--- src/ffgp_pkg.sv ---
// Package of offsets, fields and timing for the fault flag and indicator block
package ffgp_pkg;
  localparam int FFGP_AW = 8;
  // APB byte addresses
  localparam logic [FFGP_AW-1:0] FFGP_ADDR_FLAGS = 8'h00;
  localparam logic [FFGP_AW-1:0] FFGP_ADDR_STAT = 8'h04;
  localparam logic [FFGP_AW-1:0] FFGP_ADDR_CTRL = 8'h08;
  localparam logic [FFGP_AW-1:0] FFGP_ADDR_IRQ_STAT = 8'h0C;
  localparam logic [FFGP_AW-1:0] FFGP_ADDR_IRQ_CLR = 8'h10;
  localparam logic [FFGP_AW-1:0] FFGP_ADDR_IRQ_EN = 8'h14;
  // Flag bit positions
  localparam int FFGP_NFLAG = 10;
  localparam int FFGP_B_WARM = 0;
  localparam int FFGP_B_HOT = 1;
  localparam int FFGP_B_ADC = 2;
  localparam int FFGP_B_CMP1 = 3;
  localparam int FFGP_B_CMP2 = 4;
  localparam int FFGP_B_CMP3 = 5;
  localparam int FFGP_B_OPEN = 6;
  localparam int FFGP_B_TMO = 7;
  localparam int FFGP_B_WAKE1 = 8;
  localparam int FFGP_B_WAKE2 = 9;
  localparam int FFGP_B_RSTW = 10;
  localparam int FFGP_NALL = 11;
  // Control fields
  localparam int FFGP_C_MODE_LO = 0;
  localparam int FFGP_C_MODE_HI = 1;
  localparam int FFGP_C_GPO = 2;
  localparam logic [1:0] FFGP_MODE_SUPPLY = 2'h0;
  localparam logic [1:0] FFGP_MODE_BUTTON = 2'h1;
  localparam logic [2:0] FFGP_CTRL_RST = 3'h4;
  // Timing (default durations)
  localparam int FFGP_CLK_MHZ = 100;
  localparam int FFGP_PULSE_US = 128;
  localparam int FFGP_PULSE_CYC = FFGP_PULSE_US * FFGP_CLK_MHZ;
  localparam int FFGP_WAKE1_MS = 500;
  localparam int FFGP_WAKE2_MS = 1000;
  localparam int FFGP_RSTW_MS = 6000;
  localparam int FFGP_CYC_PER_MS = 1000 * FFGP_CLK_MHZ;
  localparam int FFGP_TW = 32;
endpackage

--- src/ffgp_edge_if.sv ---
// Interface carrying one edge detector's input and output
`timescale 1ns/1ps
interface ffgp_edge_if;
  logic level;
  logic rise;
  modport det (input level, output rise);
  modport user (output level, input rise);
endinterface

--- src/ffgp_edge.sv ---
// Rising edge detector for one status condition
`timescale 1ns/1ps
module ffgp_edge (
  input wire logic pclk,
  input wire logic presetn,
  ffgp_edge_if.det e
);
  logic prev_r;
  always_ff @(posedge pclk or negedge presetn) begin
    if (!presetn) prev_r <= 1'b0;
    else prev_r <= e.level;
  end
  assign e.rise = e.level & ~prev_r;
endmodule // ffgp_edge

--- src/ffgp_hold_timer.sv ---
// Counts how long the button has stayed low
`timescale 1ns/1ps
module ffgp_hold_timer import ffgp_pkg::*; #(
  parameter int W = FFGP_TW
) (
  input wire logic pclk,
  input wire logic presetn,
  input wire logic button_low,
  output logic [W-1:0] held
);
  logic [W-1:0] held_r;
  logic [W-1:0] held_nxt;
  assign held_nxt = !button_low ? '0 : (&held_r ? held_r : held_r + W'(1));
  always_ff @(posedge pclk or negedge presetn) begin
    if (!presetn) held_r <= '0;
    else held_r <= held_nxt;
  end
  assign held = held_r;
endmodule // ffgp_hold_timer

--- src/ffgp_top.sv ---
// Fault flags, charger reaction and power-good indicator with APB registers
// What this block does
// - The warm-zone flag sets on the rising edge of the warm condition and charging goes on at reduced voltage.
// - The hot-zone flag sets on the rising edge of the hot condition and charging and timer pause meanwhile.
// - The conversion-ready flag sets on each conversion completion and touches nothing else.
// - The open-thermistor flag sets on the open condition and charging and timer pause meanwhile.
// - Timer expiry sets the timeout flag and stops charging until supply or enable toggles, which clears it.
// - Three button flags set after the button stays low for the wake one, wake two and warning times.
// - The indicator pin is open drain and by default shows a valid input supply.
// - In default mode the pin pulls low only while the supply is above lockout, above battery and below overvoltage.
// - In mode 01 the pin pulls low while the button is low and floats while it is high.
// - In mode 1x the pin pulls low when the host output bit is 0 and floats when it is 1.
// - A thermistor fault sends one 128 us pulse on the interrupt pulse output.
// - Fault flags stay set until the host reads them, and the read clears them; the timeout flag also clears on a supply or enable toggle.
//
// The implementer's own choices: the APB slave port and the address map.
`timescale 1ns/1ps
module ffgp_top import ffgp_pkg::*; #(
  parameter int PULSE_CYC = FFGP_PULSE_CYC,
  parameter int WAKE1_CYC = FFGP_WAKE1_MS * FFGP_CYC_PER_MS,
  parameter int WAKE2_CYC = FFGP_WAKE2_MS * FFGP_CYC_PER_MS,
  parameter int RSTW_CYC = FFGP_RSTW_MS * FFGP_CYC_PER_MS
) (
  input wire logic pclk,
  input wire logic presetn,
  input wire logic psel,
  input wire logic penable,
  input wire logic pwrite,
  input wire logic [FFGP_AW-1:0] paddr,
  input wire logic [31:0] pwdata,
  output logic [31:0] prdata,
  output logic pready,
  output logic pslverr,
  input wire logic ts_warm_zone,
  input wire logic ts_hot_zone,
  input wire logic ts_open,
  input wire logic adc_done,
  input wire logic compare_one_hit,
  input wire logic compare_two_hit,
  input wire logic compare_three_hit,
  input wire logic safety_timer_expired,
  input wire logic charge_enable_in,
  input wire logic input_supply_uvlo_ok,
  input wire logic input_supply_above_bat,
  input wire logic input_supply_below_ovp,
  input wire logic push_button_input_n,
  output logic charge_allowed,
  output logic reduce_reg_voltage,
  output logic safety_timer_pause,
  output logic safety_timer_reset,
  output logic fault_pulse,
  output logic irq,
  output logic power_good_indicator_o,
  output logic power_good_indicator_oe_n
);
  // Two-flop synchronisers for all thirteen status, supply and button inputs; the APB inputs are not synchronised
  localparam int NS = 13;
  logic [NS-1:0] s1_r;
  logic [NS-1:0] s2_r;
  logic [NS-1:0] raw;
  assign raw = {ts_warm_zone, ts_hot_zone, ts_open, adc_done, compare_one_hit, compare_two_hit,
                compare_three_hit, safety_timer_expired, charge_enable_in, input_supply_uvlo_ok,
                input_supply_above_bat, input_supply_below_ovp, push_button_input_n};
  always_ff @(posedge pclk or negedge presetn) begin
    if (!presetn) begin
      s1_r <= {{(NS-1){1'b0}}, 1'b1};
      s2_r <= {{(NS-1){1'b0}}, 1'b1};
    end else begin
      s1_r <= raw;
      s2_r <= s1_r;
    end
  end
  logic warm, hot, open_ts, adc, c1, c2, c3, expired, ce, uvlo_ok, above_bat, below_ovp, button_n;
  assign {warm, hot, open_ts, adc, c1, c2, c3, expired, ce, uvlo_ok, above_bat, below_ovp, button_n} = s2_r;
  logic supply_good;
  assign supply_good = uvlo_ok & above_bat & below_ovp;

  // Button hold times
  logic [FFGP_TW-1:0] held;
  ffgp_hold_timer #(.W(FFGP_TW)) u_hold (
    .pclk(pclk),
    .presetn(presetn),
    .button_low(~button_n),
    .held(held)
  );
  logic wake1_lvl, wake2_lvl, rstw_lvl;
  assign wake1_lvl = held >= FFGP_TW'(WAKE1_CYC);
  assign wake2_lvl = held >= FFGP_TW'(WAKE2_CYC);
  assign rstw_lvl = held >= FFGP_TW'(RSTW_CYC);

  // Rising edge per condition
  logic [FFGP_NALL-1:0] cond;
  logic [FFGP_NALL-1:0] rise;
  assign cond = {rstw_lvl, wake2_lvl, wake1_lvl, expired, open_ts, c3, c2, c1, adc, hot, warm};
  genvar gi;
  generate
    for (gi = 0; gi < FFGP_NALL; gi++) begin : g_edge
      ffgp_edge_if eif();
      assign eif.level = cond[gi];
      ffgp_edge u_edge (
        .pclk(pclk),
        .presetn(presetn),
        .e(eif)
      );
      assign rise[gi] = eif.rise;
    end
  endgenerate

  // APB decode
  logic acc, wr, rd;
  assign acc = psel & penable;
  assign wr = acc & pwrite;
  assign rd = acc & ~pwrite;
  logic hit_flags, hit_stat, hit_ctrl, hit_ist, hit_iclr, hit_ien, mapped;
  assign hit_flags = paddr == FFGP_ADDR_FLAGS;
  assign hit_stat = paddr == FFGP_ADDR_STAT;
  assign hit_ctrl = paddr == FFGP_ADDR_CTRL;
  assign hit_ist = paddr == FFGP_ADDR_IRQ_STAT;
  assign hit_iclr = paddr == FFGP_ADDR_IRQ_CLR;
  assign hit_ien = paddr == FFGP_ADDR_IRQ_EN;
  assign mapped = hit_flags | hit_stat | hit_ctrl | hit_ist | hit_iclr | hit_ien;
  assign pready = 1'b1;
  assign pslverr = acc & ~mapped;

  // Flags: set on edge, cleared by read; set wins over the clear
  // Only bits already captured for the host clear, so a rise during setup survives
  logic [31:0] prdata_r;
  logic [FFGP_NALL-1:0] flags_r;
  logic [FFGP_NALL-1:0] flags_nxt;
  logic [FFGP_NALL-1:0] tmo_clr;
  logic [FFGP_NALL-1:0] rd_clr;
  logic supply_prev_r, ce_prev_r, toggle;
  assign toggle = (supply_good ^ supply_prev_r) | (ce ^ ce_prev_r);
  assign tmo_clr = toggle ? FFGP_NALL'(1) << FFGP_B_TMO : '0;
  assign rd_clr = (rd && hit_flags) ? prdata_r[FFGP_NALL-1:0] : '0;
  assign flags_nxt = rise | (flags_r & ~rd_clr & ~tmo_clr);
  always_ff @(posedge pclk or negedge presetn) begin
    if (!presetn) begin
      flags_r <= '0;
      supply_prev_r <= 1'b0;
      ce_prev_r <= 1'b0;
    end else begin
      flags_r <= flags_nxt;
      supply_prev_r <= supply_good;
      ce_prev_r <= ce;
    end
  end

  // Timeout latch: charging stays off until a toggle
  logic tmo_lock_r;
  always_ff @(posedge pclk or negedge presetn) begin
    if (!presetn) tmo_lock_r <= 1'b0;
    else if (rise[FFGP_B_TMO]) tmo_lock_r <= 1'b1;
    else if (toggle) tmo_lock_r <= 1'b0;
  end
  assign charge_allowed = supply_good & ce & ~tmo_lock_r & ~hot & ~open_ts;
  assign reduce_reg_voltage = warm & ~hot;
  assign safety_timer_pause = hot | open_ts;
  assign safety_timer_reset = tmo_lock_r;

  // Single thermistor fault pulse
  logic [FFGP_TW-1:0] pulse_cnt_r;
  logic ts_fault;
  assign ts_fault = rise[FFGP_B_WARM] | rise[FFGP_B_HOT] | rise[FFGP_B_OPEN];
  always_ff @(posedge pclk or negedge presetn) begin
    if (!presetn) pulse_cnt_r <= '0;
    else if (ts_fault && pulse_cnt_r == '0) pulse_cnt_r <= FFGP_TW'(PULSE_CYC);
    else if (pulse_cnt_r != '0) pulse_cnt_r <= pulse_cnt_r - FFGP_TW'(1);
  end
  assign fault_pulse = pulse_cnt_r != '0;

  // Sticky interrupt status, write-one clear, enable
  logic [FFGP_NALL-1:0] ist_r;
  logic [FFGP_NALL-1:0] ien_r;
  logic [FFGP_NALL-1:0] iclr;
  assign iclr = (wr && hit_iclr) ? pwdata[FFGP_NALL-1:0] : '0;
  always_ff @(posedge pclk or negedge presetn) begin
    if (!presetn) begin
      ist_r <= '0;
      ien_r <= '0;
    end else begin
      ist_r <= rise | (ist_r & ~iclr);
      if (wr && hit_ien) ien_r <= pwdata[FFGP_NALL-1:0];
    end
  end
  assign irq = |(ist_r & ien_r);

  // Indicator control register
  logic [2:0] ctrl_r;
  always_ff @(posedge pclk or negedge presetn) begin
    if (!presetn) ctrl_r <= FFGP_CTRL_RST;
    else if (wr && hit_ctrl) ctrl_r <= pwdata[2:0];
  end
  logic [1:0] mode;
  logic pull_low;
  assign mode = ctrl_r[FFGP_C_MODE_HI:FFGP_C_MODE_LO];
  assign pull_low = mode[1] ? ~ctrl_r[FFGP_C_GPO] :
                    (mode == FFGP_MODE_BUTTON) ? ~button_n :
                    supply_good;
  logic pull_low_r;
  always_ff @(posedge pclk or negedge presetn) begin
    if (!presetn) pull_low_r <= 1'b0;
    else pull_low_r <= pull_low;
  end
  assign power_good_indicator_o = 1'b0;
  assign power_good_indicator_oe_n = ~pull_low_r;

  // Read data
  logic [31:0] rdata;
  assign rdata = hit_flags ? 32'(flags_r) :
                 hit_stat ? 32'({tmo_lock_r, supply_good, button_n, open_ts, hot, warm}) :
                 hit_ctrl ? 32'(ctrl_r) :
                 hit_ist ? 32'(ist_r) :
                 hit_ien ? 32'(ien_r) : 32'h0000_0000;
  always_ff @(posedge pclk or negedge presetn) begin
    if (!presetn) prdata_r <= 32'h0000_0000;
    else if (psel && !penable && !pwrite) prdata_r <= rdata;
  end
  assign prdata = prdata_r;
endmodule // ffgp_top

--- config.mk ---
export PLATFORM = sky130hd
export DESIGN_NAME = ffgp_top
export DESIGN_NICKNAME = d
export VERILOG_FILES = /design/src/ffgp_pkg.sv /design/src/ffgp_edge_if.sv /design/src/ffgp_edge.sv /design/src/ffgp_hold_timer.sv /design/src/ffgp_top.sv
export SDC_FILE = /design/constraint.sdc
export NUM_CORES = 1
export LEC_CHECK = 0
export BUFFER_PORTS_ARGS = -buffer_cell sky130_fd_sc_hd__buf_2
export CAP_MARGIN = 20
export CORE_MARGIN = 10
export CORE_UTILIZATION = 30
export CTS_CLUSTER_SIZE = 24
export DETAILED_ROUTE_END_ITERATION = 16
export GPL_ROUTABILITY_DRIVEN = 1
export PLACE_DENSITY_LB_ADDON = 0.05
export SETUP_SLACK_MARGIN = 0.5
export SYNTH_ARGS = -nofsm -noshare
export SYNTH_HDL_FRONTEND = slang
export SYNTH_HIERARCHICAL = 1
export SYNTH_SLANG_ARGS = --single-unit
--- constraint.sdc ---
create_clock -name pclk -period 2.9 [get_ports pclk]
set_input_delay 0.145 -clock pclk [delete_from_list [all_inputs] [get_ports pclk]]
set_output_delay 0.145 -clock pclk [all_outputs]
set_load 0.01 [all_outputs]
==> flow_metrics.py <==
metrics = {
    "synthesis": {
        "synth_warnings": 6,
        "synth_flop_cell": "dfrtp_1",
        "synth_seq_cells": 152,
        "synth_cells": 673,
        "synth.area.top_cells": "dfrtp_1 (51%), nand2_1 (3.5%), mux2_2 (2.6%)",
        "yosysSeqAreaShare": 0.525,
        "synthArstFlopShare": 1.00,
        "syn_avg_cell_area_um2": 10.8,
        "ys_types": 68,
        "synth-edff-count": 0,
        "synth_top_area_cell": "dfrtp_1",
        "netlist_area_mm2": 0.00725,
        "synth_top_area_share": 0.515,
    },
    "timing": {
        "finalSetupViolCount": 0,
        "setup_tns_ns": 0,
        "worst_slack_ns": 0.530,
        "post-route-period-util": 0.817,
        "relSlewSlack": 0.486,
        "finClkSkew_ns": 0.0123,
        "slew_viol_final": 0,
        "finalHoldViolations": 0,
        "clock.fmax_mhz": 422,
        "rsz0062_at_grt": "true",
        "fin_crit_ns": 2.37,
        "worst_pin_slew_ns": 0.770,
    },
    "clock_tree": {
        "clock-sinks": 152,
        "cts_buffer_depth": 2,
        "clkTransAtPathRegs_ns": 0.07,
        "clk_latency_ns": 0.43,
        "cts_tree": "yes",
        "cts_max_level": 4,
        "clockRootBuffer": "clkbuf_16",
        "numCtsBuffers": 17,
    },
    "worst_setup_path": {
        "crit_family": "simple AND/OR/NAND/NOR gates",
        "crit_slowest_cell": "or4_4",
        "arrival_ns": 2.23,
        "max_stage_delay_ns": 0.57,
        "critPathRequiredTime_ns": 2.76,
        "critPathLaunchType": "flop",
        "worst-path-max-fanout": 4,
        "crit_chain": "or4_4 -> or3_4 -> nor3_4 -> inv_2 -> buf_2",
        "crit_type": "flop to primary output",
        "reg2reg_slack_ns": 0.59,
        "crit_buf_inv": 2,
        "endpoint_kind": "primary output",
    },
    "detailed_routing": {
        "num_vias": 5489,
        "ant_nets": 0,
        "vias_per_cell": 4.96,
        "routed_wl_um": 18800,
        "drtIter0Drc": 337,
        "wl_per_cell_um": 17.0,
        "dr.pass1.iters": 4,
        "drc": 0,
    },
    "die": {
        "die_x_um": 175,
        "dieHeight_um": 175,
        "row_count": 56,
        "initial_utilization": 0.307,
        "io_pins": 100,
        "die-area_mm2": 0.0308,
        "coreArea_mm2": 0.0236,
    },
    "grt": {
        "grt_first_pass_wirelength_um": 30200,
        "antenna_found_initial": 0,
        "gr-usage-met1": 0.160,
        "grt_pass1_vias": 5523,
        "busiest_layer": "met2",
        "grtUsageTotal": 0.123,
        "grt_max_degree": 69,
        "use_met3": 0.0313,
        "grt-ovfl-total": 0,
        "grt_util_met2": 0.197,
    },
    "placed_design": {
        "dpl_cell_area_mm2": 0.00788,
        "place_ws_ns": 0.311,
        "gp_congestion": 0.789,
        "dpl.hpwl_um": 13300,
        "port_buffers": 55,
    },
    "finish": {
        "final.fill_count": 2382,
        "multiInputGateArea_mm2": 0.00327,
        "nNetsFinal": 835,
        "drive_gt1_frac": 0.213,
        "final-seq-area_mm2": 0.00381,
        "syn_to_final_growth_pct": 21.6,
        "final_core_util": 0.373,
        "design_area_mm2": 0.00881,
        "antenna_cells": 0,
    },
    "run_status": {
        "status": "finished, final reports clean",
    },
    "run": {
        "cap_violations": 0,
    },
    "power_and_ir_drop": {
        "finalPower_w": 0.00475,
        "power_density_mw_per_mm2": 539,
        "leakagePower_nw": 3.94,
        "ir_drop_mv": 0.387,
    },
    "worst_hold_path": {
        "hold_class": "input pin to flop",
    },
}
[cells in the final DEF, fill, tap and decap left out, types with 5 or more instances in the layout]
| cell type | count |
|---|---|
| inv_1 | 9 |
| o21ai_0 | 13 |
| clkbuf_16 | 17 |
| and3_1 | 15 |
| mux2i_1 | 11 |
| nand3_1 | 19 |
| a21o_1 | 25 |
| and4_1 | 6 |
| nor4_1 | 17 |
| xnor2_1 | 21 |
| a221oi_1 | 6 |
| and2_1 | 5 |
| nor3_1 | 21 |
| nand2b_1 | 11 |
| mux2_2 | 16 |
| conb_1 | 23 |
| nor3b_1 | 7 |
| or4_1 | 5 |
| xor2_1 | 15 |
| nand2_1 | 67 |
| nor2b_4 | 11 |
| buf_2 | 54 |
| dlygate4sd3_1 | 23 |
| a31oi_1 | 8 |
| a211oi_1 | 9 |
| nand4_1 | 12 |
| nor2_1 | 47 |
| o31ai_1 | 5 |
| buf_4 | 24 |
| a21oi_1 | 21 |
| dfrtp_1 | 148 |
| or3_1 | 9 |
| a22o_1 | 8 |
[per-layer routing]
layer | part of all wire | up-vias
li1 | - | 2611
met1 | 0.47 | 2757
met2 | 0.48 | 104
met3 | 0.044 | 17
met4 | 0.012 | 0
met5 | 0 | -
[where the power goes]
part / total [W] / switching (W) / internal [W]
clock network: 0.00210 / 0.000976 / 0.00113
registers: 0.00232 / 0.000103 / 0.00222
logic: 0.000329 / 0.000185 / 0.000144
total: 0.00475 / 0.00126 / 0.00349
[worst reg2reg max path: stages, from the launching register on]
cell and delay (ns):
dfrtp_1 0.40, buf_4 0.15, or4_4 0.52, nor4_4 0.39, nand4_4 0.17, nor4b_4 0.27
mux2_4 0.32
[per-stage QoR]
step | std cells | hold slack [ns]
4_1_cts | 1105 | 0.00861
2_1_floorplan | 694 | -0.151
6_report | 1107 | 0.0287
3_3_place_gp | 1040 | 0.218
3_5_place_dp | 1040 | 0.226
5_1_grt | 1107 | 0.0161
[registers in the layout, indices dropped and copies added, names as in the netlist]
| signal | cells |
|---|---|
| u_hold/held | 32 |
| s1_r | 13 |
| prdata | 11 |
| pull_low_r | 1 |
| safety_timer_reset | 1 |
| ist_r | 11 |
| pulse_cnt_r | 32 |
| ce_prev_r | 1 |
| ctrl_r | 3 |
| g_edge.u_edge/prev_r | 11 |
| s2_r | 13 |
| ien_r | 11 |
| flags_r | 11 |
| supply_prev_r | 1 |
[final timing paths]
path / start / end / cells after the start
worst max-delay path: pulse_cnt_r[6] / fault_pulse / 5
worst min-delay path: pwdata[1] / ien_r[1] / 2
worst max register to register: pulse_cnt_r[1] / pulse_cnt_r[31] / 6
worst min register to register: s1_r[6] / s2_r[6] / 0
max in group asynchronous: presetn / ctrl_r[2] / 3
min in group asynchronous: presetn / s2_r[8] / 2
[cell families (layout without fill, tap and decap cells)]
| family | Yosys count | in the layout | synth area share |
|---|---|---|---|
| AOI/OAI and AO/OA | 117 | 117 | 0.114 |
| xor gates and xnor gates | 36 | 36 | 0.0435 |
| adders and majority gates | 2 | 2 | 0.00345 |
| buffers and inverters | 52 | 146 | 0.0414 |
| DFF | 152 | 152 | 0.525 |
| muxes | 28 | 28 | 0.0416 |
| other | 2 | 23 | 0.00104 |
| and+or+nand+nor | 284 | 284 | 0.230 |
[what timing repair did]
action,4_1_cts,5_1_grt
pin swaps,5,3
endpoints found under the setup margin,20,16
hold buffers,23,0
gates cloned,0,0
endpoints found under the hold margin,89,0
gates resized for setup,4,8
setup buffers,10,2
[synth_stat cells (10+ instances only)]
| master | number |
|---|---|
| dfrtp_1 | 149 |
| nand2_1 | 67 |
| nor2_1 | 47 |
| a21o_1 | 25 |
| buf_4 | 24 |
| nor3_1 | 22 |
| a21oi_1 | 21 |
| xnor2_1 | 21 |
| nand3_1 | 19 |
| nor4_1 | 18 |
| mux2_2 | 17 |
| and3_1 | 15 |
| xor2_1 | 15 |
| o21ai_0 | 14 |
| nand4_1 | 12 |
| mux2i_1 | 11 |
| nand2b_1 | 11 |
| nor2b_4 | 11 |
| clkbuf_1 | 10 |
[cell type report]
cell class	count	share of cell area
Timing Repair Buffer	104	0.0831
Multi-Input combinational cell	490	0.371
Clock buffer	17	0.0483
Sequential cell	152	0.432
Tap cell	319	0.0453
Clock inverter	15	0.0155
Inverter	10	0.00426
Note: power is estimated with default switching activity, not from simulation.
